## config.mk

```make
export PLATFORM = sky130hd
export DESIGN_NAME = ckg_top
export DESIGN_NICKNAME = d
export VERILOG_FILES = /design/src/ckg_pkg.sv /design/src/ckg_top.sv
export SDC_FILE = /design/constraint.sdc
export NUM_CORES = 1
export LEC_CHECK = 0
export BUFFER_PORTS_ARGS = -buffer_cell sky130_fd_sc_hd__buf_2
export CAP_MARGIN = 25
export CORE_MARGIN = 3
export CORE_UTILIZATION = 31
export CTS_CLUSTER_DIAMETER = 30
export DETAILED_ROUTE_END_ITERATION = 12
export PLACE_DENSITY_LB_ADDON = 0.25
export SYNTH_ARGS = -nofsm -noshare
export SYNTH_HDL_FRONTEND = slang
export SYNTH_SLANG_ARGS = --single-unit
```

## constraint.sdc

```tcl
create_clock -name I_MCLK -period 6.37 [get_ports I_MCLK]
set_clock_uncertainty 0.1 [all_clocks]
set_input_delay 0 -clock I_MCLK [delete_from_list [all_inputs] [get_ports I_MCLK]]
set_output_delay 0 -clock I_MCLK [all_outputs]
set_load 0.01 [all_outputs]
```

## src/ckg_pkg.sv

```systemverilog
// Shared constants and types for the clock generator strap and serial configuration block.
package ckg_pkg;

  // Clock rate and derived timing.
  localparam int CLK_MHZ        = 250;
  localparam int STRAP_TIME_US  = 2000;
  localparam int STRAP_CYCLES   = STRAP_TIME_US * CLK_MHZ;
  localparam int RAMP_STEP_US   = 10;
  localparam int RAMP_STEP_CYC  = RAMP_STEP_US * CLK_MHZ;

  // Serial transfer framing.
  localparam logic [7:0] SLAVE_ADDR     = 8'hD2;
  localparam logic [3:0] XFER_BYTES     = 4'hA;
  localparam logic [3:0] FIRST_CFG_POS  = 4'h6;
  localparam logic [3:0] BITS_PER_BYTE  = 4'h8;

  // Clock output indices.
  localparam int NCLK       = 12;
  localparam int CLK_CPU0   = 0;
  localparam int CLK_PCI_F  = 2;
  localparam int CLK_USBSEL = 11;

  // Synchroniser lanes.
  localparam int SY_SCL   = 0;
  localparam int SY_SDA   = 1;
  localparam int SY_STRAP = 2;
  localparam int SY_PGOOD = 3;
  localparam int SY_RATE  = 4;
  localparam int SY_XTAL  = 5;
  localparam int SY_PLL   = 6;
  localparam int NSYNC    = SY_PLL + NCLK;

  // Register map, byte addresses.
  localparam logic [7:0] REG_STATUS  = 8'h00;
  localparam logic [7:0] REG_CONFIG  = 8'h04;
  localparam logic [7:0] REG_CONTROL = 8'h08;

  // Field positions and reset values.
  localparam int STAT_DONE_BIT  = 0;
  localparam int STAT_STRAP_BIT = 1;
  localparam int STAT_TRI_BIT   = 2;
  localparam int STAT_TEST_BIT  = 3;
  localparam int STAT_CODE_LSB  = 4;
  localparam int STAT_CNT_LSB   = 16;
  localparam int CTRL_SEN_BIT   = 0;
  localparam logic [31:0] CFG_RESET  = 32'h0000_0000;
  localparam logic        CTRL_RESET = 1'b1;

  // Configuration bytes 3 to 6, byte 3 in the top lane.
  typedef struct packed {
    logic [3:0] freq_sel;
    logic [1:0] rsv3;
    logic       tristate;
    logic       test_mode;
    logic [7:0] dis_pci;
    logic [7:0] dis_misc;
    logic [7:0] rsv6;
  } ckg_cfg_t;

  // Power-up sequencing phases.
  typedef enum logic [1:0] {PH_WAIT_PWR, PH_SAMPLE, PH_LATCH, PH_RUN} ckg_phase_t;

endpackage : ckg_pkg

```

## src/ckg_top.sv

```systemverilog
// Power-up strap sampling, serial configuration receiver and clock output control.
`timescale 1ns/1ns
`default_nettype none
module ckg_top #(
  parameter int P_STRAP_CYCLES = ckg_pkg::STRAP_CYCLES
) (
  input  wire logic        I_MCLK,
  input  wire logic        I_RST,
  input  wire logic        I_PSEL,
  input  wire logic        I_PENABLE,
  input  wire logic        I_PWRITE,
  input  wire logic [7:0]  I_PADDR,
  input  wire logic [31:0] I_PWDATA,
  output logic      [31:0] O_PRDATA,
  output logic             O_PREADY,
  output logic             O_PSLVERR,
  input  wire logic        I_POWER_GOOD,
  input  wire logic        I_REFERENCE_CLOCK_OUT,
  output logic             O_REFERENCE_CLOCK_OUT,
  output logic             O_REFERENCE_CLOCK_OUT_OE,
  input  wire logic        I_SERIAL_CLOCK_PIN,
  input  wire logic        I_SERIAL_DATA_PIN,
  output logic             O_SERIAL_DATA_PIN,
  output logic             O_SERIAL_DATA_PIN_OE,
  input  wire logic        I_CPU_RATE_SELECT_PIN,
  input  wire logic        I_CRYSTAL_REFERENCE_INPUT,
  input  wire logic [11:0] I_PLL_CLK,
  output logic      [11:0] O_CLK,
  output logic      [11:0] O_CLK_OE,
  output logic      [4:0]  O_PLL_CODE,
  output logic             O_FREQ_SETTLING,
  output logic             O_STRAP_RATE_SELECT
);

  // The timer cannot serve an empty sampling interval, so elaboration refuses one.
  if (P_STRAP_CYCLES < 1) begin : g_bad_strap
    $error("P_STRAP_CYCLES must be at least 1");
  end

  // Returns the next ramp code, one step toward the target.
  function automatic logic [4:0] step_toward(input logic [4:0] cur, input logic [4:0] tgt);
    logic [4:0] r;
    r = cur;
    if (cur < tgt) begin
      r = cur + 5'h01;
    end else if (cur > tgt) begin
      r = cur - 5'h01;
    end
    return r;
  endfunction : step_toward

  // Input synchronisers: three stages, a lane changes only when stages two and three agree.
  logic [ckg_pkg::NSYNC-1:0] sync1_q;
  logic [ckg_pkg::NSYNC-1:0] sync2_q;
  logic [ckg_pkg::NSYNC-1:0] sync3_q;
  logic [ckg_pkg::NSYNC-1:0] filt_q;
  logic [ckg_pkg::NSYNC-1:0] filt_prev_q;
  logic [ckg_pkg::NSYNC-1:0] raw_in;

  assign raw_in = {I_PLL_CLK, I_CRYSTAL_REFERENCE_INPUT, I_CPU_RATE_SELECT_PIN, I_POWER_GOOD,
                   I_REFERENCE_CLOCK_OUT, I_SERIAL_DATA_PIN, I_SERIAL_CLOCK_PIN};

  // Pins idle high on the serial lines, so every stage resets high there.
  // Resetting the stages to the idle level keeps a false clock edge out after reset.
  always_ff @(posedge I_MCLK) begin
    if (I_RST) begin
      sync1_q     <= 18'h00003;
      sync2_q     <= 18'h00003;
      sync3_q     <= 18'h00003;
      filt_q      <= 18'h00003;
      filt_prev_q <= 18'h00003;
    end else begin
      sync1_q     <= raw_in;
      sync2_q     <= sync1_q;
      sync3_q     <= sync2_q;
      filt_q      <= (sync2_q & sync3_q) | (filt_q & (sync2_q | sync3_q));
      filt_prev_q <= filt_q;
    end
  end

  logic scl;
  logic sda;
  logic scl_rise;
  logic scl_fall;
  logic start_cond;
  logic stop_cond;

  assign scl        = filt_q[ckg_pkg::SY_SCL];
  assign sda        = filt_q[ckg_pkg::SY_SDA];
  assign scl_rise   = scl & ~filt_prev_q[ckg_pkg::SY_SCL];
  assign scl_fall   = ~scl & filt_prev_q[ckg_pkg::SY_SCL];
  assign start_cond = scl & filt_prev_q[ckg_pkg::SY_SCL] & ~sda & filt_prev_q[ckg_pkg::SY_SDA];
  assign stop_cond  = scl & filt_prev_q[ckg_pkg::SY_SCL] & sda & ~filt_prev_q[ckg_pkg::SY_SDA];

  // Power-up sequencer: wait for power-good, sample, latch, then run.
  ckg_pkg::ckg_phase_t phase_q;
  logic [31:0]         timer_q;
  logic                strap_q;

  always_ff @(posedge I_MCLK) begin
    if (I_RST) begin
      phase_q <= ckg_pkg::PH_WAIT_PWR;
      timer_q <= 32'h0000_0000;
    end else begin
      case (phase_q)
        ckg_pkg::PH_WAIT_PWR: begin
          if (filt_q[ckg_pkg::SY_PGOOD]) begin
            phase_q <= ckg_pkg::PH_SAMPLE;
          end
        end
        ckg_pkg::PH_SAMPLE: begin
          if (timer_q == 32'(P_STRAP_CYCLES - 1)) begin
            phase_q <= ckg_pkg::PH_LATCH;
          end else begin
            timer_q <= timer_q + 32'h0000_0001;
          end
        end
        ckg_pkg::PH_LATCH: begin
          phase_q <= ckg_pkg::PH_RUN;
        end
        ckg_pkg::PH_RUN: begin
          phase_q <= ckg_pkg::PH_RUN;
        end
        default: begin
          phase_q <= ckg_pkg::PH_WAIT_PWR;
        end
      endcase
    end
  end

  // Strap latch: written once in the latch phase, cleared only by power-on reset.
  always_ff @(posedge I_MCLK) begin
    if (I_RST) begin
      strap_q <= 1'b0;
    end else if (phase_q == ckg_pkg::PH_LATCH) begin
      strap_q <= filt_q[ckg_pkg::SY_STRAP];
    end
  end

  logic running;
  assign running             = (phase_q == ckg_pkg::PH_RUN);
  assign O_STRAP_RATE_SELECT = strap_q; // High asks the PLL for 24 MHz, low for 48 MHz.

  // Serial receiver state.
  logic        sen_q;
  logic        active_q;
  logic        addr_ok_q;
  logic        ack_q;
  logic [3:0]  bit_cnt_q;
  logic [3:0]  pos_q;
  logic [7:0]  shift_q;
  logic [31:0] cfg_q;
  logic [15:0] xfer_cnt_q;
  logic [7:0]  rx_byte;
  logic        ack_this;

  // The completed byte is the seven bits held plus the one on this rising edge.
  assign rx_byte  = {shift_q[6:0], sda};
  assign ack_this = (pos_q == 4'h0) ? (rx_byte == ckg_pkg::SLAVE_ADDR) : addr_ok_q;

  // Bit and byte framing; START restarts the sequence, STOP ends it.
  always_ff @(posedge I_MCLK) begin
    if (I_RST) begin
      active_q  <= 1'b0;
      addr_ok_q <= 1'b0;
      bit_cnt_q <= 4'h0;
      pos_q     <= 4'h0;
      shift_q   <= 8'h00;
    end else if (start_cond) begin
      active_q  <= 1'b1;
      addr_ok_q <= 1'b0;
      bit_cnt_q <= 4'h0;
      pos_q     <= 4'h0;
    end else if (stop_cond) begin
      active_q  <= 1'b0;
    end else if (active_q && scl_rise) begin
      if (bit_cnt_q == ckg_pkg::BITS_PER_BYTE) begin
        bit_cnt_q <= 4'h0;
      end else begin
        shift_q   <= rx_byte;
        bit_cnt_q <= bit_cnt_q + 4'h1;
        if (bit_cnt_q == ckg_pkg::BITS_PER_BYTE - 4'h1) begin
          if (pos_q == 4'h0) begin
            addr_ok_q <= (rx_byte == ckg_pkg::SLAVE_ADDR);
          end
          if (pos_q != ckg_pkg::XFER_BYTES) begin
            pos_q <= pos_q + 4'h1;
          end
        end
      end
    end
  end

  // Acknowledge pulls the data pin low for the ninth clock; no data ever goes back.
  always_ff @(posedge I_MCLK) begin
    if (I_RST) begin
      ack_q <= 1'b0;
    end else if (start_cond || stop_cond || !active_q) begin
      ack_q <= 1'b0;
    end else if (scl_fall) begin
      ack_q <= (bit_cnt_q == ckg_pkg::BITS_PER_BYTE) && addr_ok_q;
    end
  end

  assign O_SERIAL_DATA_PIN    = 1'b0;
  assign O_SERIAL_DATA_PIN_OE = ack_q;

  // Configuration bytes: positions 6 to 9 land in bytes 3 to 6, earlier positions are ignored.
  always_ff @(posedge I_MCLK) begin
    if (I_RST) begin
      cfg_q <= ckg_pkg::CFG_RESET;
    end else if (active_q && scl_rise && sen_q && ack_this
                 && (bit_cnt_q == ckg_pkg::BITS_PER_BYTE - 4'h1)
                 && (pos_q >= ckg_pkg::FIRST_CFG_POS) && (pos_q < ckg_pkg::XFER_BYTES)) begin
      case (pos_q - ckg_pkg::FIRST_CFG_POS)
        4'h0:    cfg_q[31:24] <= rx_byte;
        4'h1:    cfg_q[23:16] <= rx_byte;
        4'h2:    cfg_q[15:8]  <= rx_byte;
        default: cfg_q[7:0]   <= rx_byte;
      endcase
    end
  end

  // Counts complete transfers of ten or more bytes to this address, closed by STOP.
  always_ff @(posedge I_MCLK) begin
    if (I_RST) begin
      xfer_cnt_q <= 16'h0000;
    end else if (stop_cond && active_q && addr_ok_q && (pos_q == ckg_pkg::XFER_BYTES)) begin
      xfer_cnt_q <= xfer_cnt_q + 16'h0001;
    end
  end

  // Reserved bits are stored as written; the host is expected to keep them zero.
  ckg_pkg::ckg_cfg_t cfg;
  assign cfg = ckg_pkg::ckg_cfg_t'(cfg_q);

  // Frequency code: a zero register field leaves the choice to the rate pin.
  logic [4:0]  target_code;
  logic [4:0]  cur_code_q;
  logic [11:0] step_cnt_q;
  logic        step_tick;

  assign target_code = (cfg.freq_sel != 4'h0) ? {1'b1, cfg.freq_sel}
                                              : {4'h0, filt_q[ckg_pkg::SY_RATE]};
  assign step_tick   = (step_cnt_q == 12'(ckg_pkg::RAMP_STEP_CYC - 1));

  // Once running, the ramp moves one code per step so the PLL never jumps; the CPU keeps running. Before that the code takes the target at once.
  always_ff @(posedge I_MCLK) begin
    if (I_RST) begin
      step_cnt_q <= 12'h000;
      cur_code_q <= 5'h00;
    end else begin
      step_cnt_q <= step_tick ? 12'h000 : step_cnt_q + 12'h001;
      if (!running) begin
        cur_code_q <= target_code;
      end else if (step_tick) begin
        cur_code_q <= step_toward(cur_code_q, target_code);
      end
    end
  end

  assign O_PLL_CODE      = cur_code_q;
  assign O_FREQ_SETTLING = (cur_code_q != target_code);

  // Per-output disable vector in output index order.
  logic [11:0] dis_vec;
  logic [11:0] src_vec;
  assign dis_vec = {cfg.dis_misc[4:2], cfg.dis_pci[6:0], cfg.dis_misc[1:0]};
  assign src_vec = cfg.test_mode ? {12{filt_q[ckg_pkg::SY_XTAL]}}
                                 : filt_q[ckg_pkg::SY_PLL +: ckg_pkg::NCLK];

  // Clock outputs are registered; the first enabled cycle may be short.
  always_ff @(posedge I_MCLK) begin
    if (I_RST) begin
      O_CLK    <= 12'h000;
      O_CLK_OE <= 12'h000;
    end else if (cfg.tristate) begin
      O_CLK    <= 12'h000;
      O_CLK_OE <= 12'h000;
    end else if (!running) begin
      O_CLK    <= 12'h000;
      O_CLK_OE <= 12'hFFF;
    end else begin
      O_CLK    <= src_vec & ~dis_vec;
      O_CLK_OE <= 12'hFFF;
    end
  end

  // Reference output: floats until the strap is latched, then copies the crystal.
  always_ff @(posedge I_MCLK) begin
    if (I_RST) begin
      O_REFERENCE_CLOCK_OUT    <= 1'b0;
      O_REFERENCE_CLOCK_OUT_OE <= 1'b0;
    end else if (!running || cfg.tristate) begin
      O_REFERENCE_CLOCK_OUT    <= 1'b0;
      O_REFERENCE_CLOCK_OUT_OE <= 1'b0;
    end else begin
      O_REFERENCE_CLOCK_OUT    <= filt_q[ckg_pkg::SY_XTAL] & ~cfg.dis_misc[5];
      O_REFERENCE_CLOCK_OUT_OE <= 1'b1;
    end
  end

  // APB slave: zero wait states, read data captured in the setup cycle.
  logic setup_ph;
  logic access_ph;
  logic addr_hit;
  assign setup_ph  = I_PSEL & ~I_PENABLE;
  assign access_ph = I_PSEL & I_PENABLE;
  assign addr_hit  = (I_PADDR == ckg_pkg::REG_STATUS) || (I_PADDR == ckg_pkg::REG_CONFIG)
                     || (I_PADDR == ckg_pkg::REG_CONTROL);
  assign O_PREADY  = 1'b1;
  assign O_PSLVERR = access_ph & ~addr_hit;

  // Control register: serial-port write enable.
  always_ff @(posedge I_MCLK) begin
    if (I_RST) begin
      sen_q <= ckg_pkg::CTRL_RESET;
    end else if (access_ph && I_PWRITE && (I_PADDR == ckg_pkg::REG_CONTROL)) begin
      sen_q <= I_PWDATA[ckg_pkg::CTRL_SEN_BIT];
    end
  end

  // Read mux; unmapped offsets read zero.
  always_ff @(posedge I_MCLK) begin
    if (I_RST) begin
      O_PRDATA <= 32'h0000_0000;
    end else if (setup_ph && !I_PWRITE) begin
      O_PRDATA <= 32'h0000_0000;
      case (I_PADDR)
        ckg_pkg::REG_STATUS: begin
          O_PRDATA[ckg_pkg::STAT_DONE_BIT]                 <= running;
          O_PRDATA[ckg_pkg::STAT_STRAP_BIT]                <= strap_q;
          O_PRDATA[ckg_pkg::STAT_TRI_BIT]                  <= cfg.tristate;
          O_PRDATA[ckg_pkg::STAT_TEST_BIT]                 <= cfg.test_mode;
          O_PRDATA[ckg_pkg::STAT_CODE_LSB +: 5]            <= cur_code_q;
          O_PRDATA[ckg_pkg::STAT_CNT_LSB +: 16]            <= xfer_cnt_q;
        end
        ckg_pkg::REG_CONFIG:  O_PRDATA                      <= cfg_q;
        ckg_pkg::REG_CONTROL: O_PRDATA[ckg_pkg::CTRL_SEN_BIT] <= sen_q;
        default:              O_PRDATA                      <= 32'h0000_0000;
      endcase
    end
  end

endmodule : ckg_top
`default_nettype wire

```

After elaboration in Yosys (flattened, before gate mapping)

Cells that the tools add are included.

Reductions and logical operators: 45
Muxes and demuxes: 19
Order comparisons: 4
Equality and inequality tests: 19
Add/subtract/negate cells: 8
Bitwise gates (word level): 30

Operators by type and width:

| kind                  | count |
|---|---|
| $and 18x18->18        | 2 |
| $or 18x18->18         | 2 |
| $add 32x1->32 const B | 1 |
| $eq 32x19->1 const B  | 1 |
| $pmux 16 s2           | 1 |
| $mux 5                | 5 |
| $mux 12               | 2 |
| $add 16x1->16 const B | 1 |
| $pmux 8 s2            | 1 |
| $reduce_and 2->1      | 8 |
| $logic_and 1x1->1     | 13 |
| $not 1->1             | 13 |
| $add 12x1->12 const B | 1 |
| $and 12x12->12        | 1 |
| $eq 12x12->1 const B  | 1 |
| $not 12->12           | 1 |
| $and 1x1->1           | 11 |
| $reduce_or 2->1       | 5 |
| $add 4x1->4 const B   | 2 |
| $eq 4x4->1 const B    | 2 |
| $eq 8x3->1 const B    | 1 |
| $eq 8x4->1 const B    | 1 |
| $eq 8x8->1 const B    | 1 |
| $logic_not 4->1       | 2 |
| other kinds (32)      | 46 |

Word-level logic and storage cells: 152
Bits of input ports: 63
Output and inout bits: 69
Bits in registers: 251

Longest topological paths before layout

Depth in word-level cells: 9
Depth in mapped cells: 13
Mapped depth without buffers: 13

Worst setup path after synthesis

OpenSTA, ideal clock, no wires.

Path type: reg-to-reg
Start point: register cfg_q[30] (netlist: cfg[30])
End point: register cur_code_q[4] (netlist: O_PLL_CODE[4])
Data required time: 6.184 ns
Path slack: 3.717 ns
Clock period less this slack: 2.653 ns
Setup time: 0.086 ns
Data arrival time: 2.468 ns
Stages on the path, launching flop included: 14
Buffers on the path: 0
Cells stage by stage: dfxtp_1 > inv_1 > a41o_1 > ha_1 > nor2b_1 > o2111ai_1 > nand3b_1 > inv_1 > fa_1 > nand2b_1 > a211oi_1 > and3_1 > o211ai_1 > a211oi_1

Cells in the longest elaborated chain, start to end: 6
Elaborated cells between the ends (all ways): 9
Classes of those cells: order compare: 2; eq/ne: 1; mux: 4; reduce/logical: 2

Ends and longest elaborated chain:

| item                   | line           | text |
|---|---|---|
| start, declared        | ckg_top.sv:152 | `logic [31:0] cfg_q;` |
| start signal, assigned | ckg_top.sv:211 | `cfg_q <= ckg_pkg::CFG_RESET;` |
| start signal, assigned | ckg_top.sv:216 | `4'h0: cfg_q[31:24] <= rx_byte;` |
| $reduce_bool 4->1      | ckg_top.sv:243 | `assign target_code = (cfg.freq_sel != 4'h0) ? {1'b1, cfg.freq_sel}` |
| $mux 5 *               | ckg_top.sv:243 |  |
| $lt 5x5->1             | ckg_top.sv:44  | `if (cur < tgt) begin` |
| $mux 5                 | ckg_top.sv:44  |  |
| $mux 5                 | ckg_top.sv:256 | `end else if (step_tick) begin` |
| $mux 5                 | ckg_top.sv:254 | `if (!running) begin` |
| end signal, assigned   | ckg_top.sv:255 | `cur_code_q <= target_code;` |
| end signal, assigned   | ckg_top.sv:257 | `cur_code_q <= step_toward(cur_code_q, target_code);` |
| end, declared          | ckg_top.sv:239 | `logic [4:0] cur_code_q;` |

Every way passes the cells marked *; elsewhere a longest branch is shown, timed or not. The select of a mux whose other input is x is not followed.
A chain may end at the register's enable or synchronous reset.

Worst setup path after layout

Start point: input port I_PADDR[0]
End point: register O_PRDATA[0]

Cells in the longest elaborated chain, start to end: 2
Elaborated cells between the ends (all ways): 4
Classes of those cells: eq/ne: 2; mux: 1; reduce/logical: 1

Ends and longest elaborated chain:

| item                                     | line           | text |
|---|---|---|
| start, declared                          | ckg_top.sv:12  | `input wire logic [7:0] I_PADDR,` |
| $eq 8x4->1, or another cell as far along | ckg_top.sv:329 | `case (I_PADDR)` |
| $pmux 1 s3 *                             | ckg_top.sv:329 |  |
| end signal, assigned by index            | ckg_top.sv:331 | `O_PRDATA[ckg_pkg::STAT_DONE_BIT] <= running;` |
| end signal, assigned by index            | ckg_top.sv:332 | `O_PRDATA[ckg_pkg::STAT_STRAP_BIT] <= strap_q;` |
| end signal, assigned by index            | ckg_top.sv:333 | `O_PRDATA[ckg_pkg::STAT_TRI_BIT] <= cfg.tristate;` |
| end, declared                            | ckg_top.sv:14  | `output logic [31:0] O_PRDATA,` |

Every way passes the cells marked *; elsewhere a longest branch is shown, timed or not.

==> impl_results.md <==
* Hold Startpoint: I_PADDR[3]
* Max Buffers Root-to-Sink at 3
* WP data arrival at 3.68 ns
* WL final at ~24,000 µm
* Hold depth at 5
* Ys flop type: dfxtp_1
* Final setup violation count at 0
* ANT nets after route at 0
* Placed insts at approximately 1,500
* CTS tree: yes
* Most common cell on crit path: dlygate4sd3_1
* Endpoints failing hold at 0
* #FFs+latches synth at 240
* Crit. End Element: flip-flop
* Overall Power at about 4.4 mW
* Mapped Cells at between 1,000 and 1,500
* Vias in the first global route at between 7,000 and 8,000
* Final core area utilization at approximately two fifths
* Hpwl dp at between 15,000 and 20,000 µm
* Core area at between 30,000 and 40,000 µm²
* Post-CTS Setup Repair Bufs at 0
* Crit Path Class: primary input to flip-flop
* IO Pins at between 100 and 150
* Largest net degree at the start of global routing at 77
* Input/output buffers at between 90 and 100
* Simple-gate share of the synthesized area at 24.53%
* Most common cell after layout, fill and taps aside: dfxtp_1
* Antenna violations before repair at 0
* Chip height at between 150 and 200 µm
* Peak VDD IR at ~200 µV
* Async set-reset flop share out of synthesis at 0%
* Most frequent cells in the layout: dfxtp_1, nor2_1, buf_2
* Leakage power at 5.005 nW
* Syn-to-layout area delta at 29.01%
* CP Buf/Inv Count at 6
* Post-route insts no fill at ~1,600
* Post-Synth Adder-Cell Area at about 2.4%
* CTS Buf Count at 53
* Post-synthesis sequential area ratio at between 40% and 50%
* CP max-delay cell: dlygate4sd3_1
* Crit path max-delay family: buffers and inverters
* Post-synthesis xor/xnor area fraction at between 3 and 4%
* Power Dens Cells at between 300 and 400 nW/µm²
* Final TNS setup at 0 ns
* Htree depth at 2
* Peak fanout along the critical path at 6
* Layout cells sized above 1 at 17.82%
* Main combinational cell family by area after synthesis: simple AND/OR/NAND/NOR gates
* Min Hold Slack at roughly 0.057 ns
* Highest Clock Rate at roughly 300 MHz
* R2R depth at 13
* Clock transition at path regs at 0.05 ns
* DP Area at 10,470 µm²
* Initial core utilization at between 30% and 40%
* Worst hold path type: primary input to flip-flop
* Netlist Area Pre-Place at between 9000 and 10,000 µm²
* Clk root buf: clkbuf_16
* Min Tclk post-route at ~3.3 ns
* Drt drc at 0
* All-Layer GR Usage at 14.08%
* DRT iter0 DRCs at between 300 and 400
* Flop2flop setup slack at around 3.4 ns
* Crit path depth at 10
* Final WS setup at roughly 3 ns
* # rows at 64
* Post-layout nets at 1,279
* Die Area at 33,660 µm²
* DR pass1 iterations at 5
* Worst hold endpoint: O_PRDATA[9]$_SDFFE_PP0P_
* First-pass GRT wire length at approximately 39,000 µm
* Tightest Pin Transition at approximately 0.96 ns
* Total congestion overflow at 0
* Compound-Gate Fraction of Synth Area at roughly an eighth
* Critical path, cell by cell: dlygate4sd3_1, buf_2, nor2_1, dlygate4sd3_1, nand2_1, dlygate4sd3_1, or3_1, dlygate4sd3_1, a21oi_1, dlygate4sd3_1
* Slew HR at ~36%
* Period utilization at about half
* DR WL/cell at roughly 15 µm
* Reg-to-Reg Start: cfg[30]$_SDFFE_PP0P_
* Worst r2r dst: O_PLL_CODE[4]$_SDFFE_PP0P_
* Clk sinks at 240
* DP Worst Slack at 3.401 ns
* Ant. Diodes at 0
* Syn nets at 1,154
* Outcome: completed
* Post-route design area at 12,600 µm²
* Synth warn at 0
* RSZ-0062 raised after global routing: false
* Via Count at 7,996
* Average size of a mapped cell at just over 9 µm²
* Worst EP required at 6.75 ns
* Global placement routability congestion at a little over 0.8
* DR vias/cell at just under 5
* Count of cell types in the netlist at 65
* Number of synthesized flops with an enable pin at 0
* Filler cells at 3,036
* Setup crit start kind: primary input
* Pins Over Slew Limit at 0
* Number of max-cap violations at 0
* Die span in x at about 180 µm
* Clock Latency Late Sink at approximately 0.54 ns
* Mux share of post-synthesis cell area at 3.703%
* CP max stage delay at 0.60 ns
## what timing repair did
action,in CTS,in global routing
hold buffers,31,0
endpoints found under the setup margin,0,0
gates resized for setup,0,0
endpoints found under the hold margin,75,0
## sequential cells by signal, summed over array words and instances (netlist names), 2 cells and up
register	cells
step_cnt_q	12
O_PLL_CODE	5
xfer_cnt_q	16
sync3_q	18
phase_q	2
cfg	32
sync1_q	18
sync2_q	18
timer_q	32
filt_q	18
O_CLK	12
O_PRDATA	32
shift_q	7
pos_q	4
bit_cnt_q	4
filt_prev_q	2
## synthesized netlist by cell type, types with 4 or more instances
library cell | count | area, µm²
xnor2_1 | 20 | 175.2
nor2b_1 | 53 | 331.6
dfxtp_1 | 240 | 4805
o31ai_1 | 12 | 90.09
buf_4 | 16 | 120.1
nor4_1 | 15 | 93.84
or4_1 | 12 | 90.09
nand4_1 | 16 | 100.1
buf_6 | 4 | 45.04
o21ai_0 | 45 | 225.2
nor4b_1 | 5 | 43.79
o21a_1 | 4 | 30.03
nand2_1 | 92 | 345.3
nand2b_1 | 4 | 25.02
or2_2 | 9 | 56.30
xor2_1 | 17 | 148.9
nor2_1 | 98 | 367.9
or3_1 | 9 | 56.30
ha_1 | 17 | 212.7
clkbuf_1 | 41 | 153.9
a21oi_1 | 80 | 400.4
and3_1 | 24 | 150.1
nor3b_1 | 4 | 30.03
nor3_1 | 44 | 220.2
inv_1 | 24 | 90.09
a221oi_1 | 24 | 210.2
and2_1 | 5 | 31.28
nand3_1 | 43 | 215.2
a21o_1 | 4 | 30.03
mux2i_1 | 35 | 350.3
and4_1 | 5 | 43.79
## area by class of cell
class / count / area [µm²] / area share [%]
tap: 396 / 495.5 / 3.933
timing repair buffer: 136 / 855.8 / 6.794
sequential: 240 / 4805 / 38.14
inverter: 24 / 90.09 / 0.7151
clock buffer: 68 / 1493 / 11.85
multi-input combinational: 743 / 4532 / 35.98
clock inverter: 29 / 326.6 / 2.592
## how the worst max path moves through the flow
stage | startpoint | end | slack [ns]
3_3_place_gp | cfg[30]$_SDFFE_PP0P_ | O_PLL_CODE[4]$_SDFFE_PP0P_ | 3.43
5_1_grt | I_PADDR[0] | O_PRDATA[0]$_SDFFE_PP0P_ | 2.97
3_5_place_dp | cfg[30]$_SDFFE_PP0P_ | O_PLL_CODE[4]$_SDFFE_PP0P_ | 3.40
2_1_floorplan | cfg[30]$_SDFFE_PP0P_ | O_PLL_CODE[4]$_SDFFE_PP0P_ | 3.72
6_report | I_PADDR[0] | O_PRDATA[0]$_SDFFE_PP0P_ | 3.07
4_1_cts | I_PADDR[0] | O_PRDATA[0]$_SDFFE_PP0P_ | 3.14
## routing by layer
metal / up-vias / global-route usage (%) / share of wire, %
met5: - / 0 / 0
met4: 0 / 5.149 / 2.1
met3: 36 / 3.146 / 5.4
met2: 198 / 21.42 / 43
met1: 3696 / 19.65 / 50
li1: 4066 / - / -
## report_power, final
| part | switching, mW | leakage (nW) | internal (mW) |
|---|---|---|---|
| registers | 0.0146 | 1.95 | 1.53 |
| logic | 0.0678 | 2.16 | 0.0507 |
| clock network | 0.839 | 0.898 | 1.85 |
## worst min-delay path, delay by kind of cell
kind / cells / cell delay [ns]
AOI/OAI and AO/OA: 1 / 0.06
buffers and inverters: 2 / 0.38
and+or+nand+nor: 2 / 0.19
## kinds of logic (layout without fill, tap and decap cells)
group / after synthesis / after routing
other: 2 / 2
AND/OR/NAND/NOR: 457 / 457
adder cells (fa/ha/maj): 18 / 18
multiplexers: 36 / 36
AO/OA/AOI/OAI: 193 / 193
flip-flops: 240 / 240
buffers and inverters: 90 / 257
XOR/XNOR: 37 / 37
No activity file was read; power rests on OpenSTA's default activity.
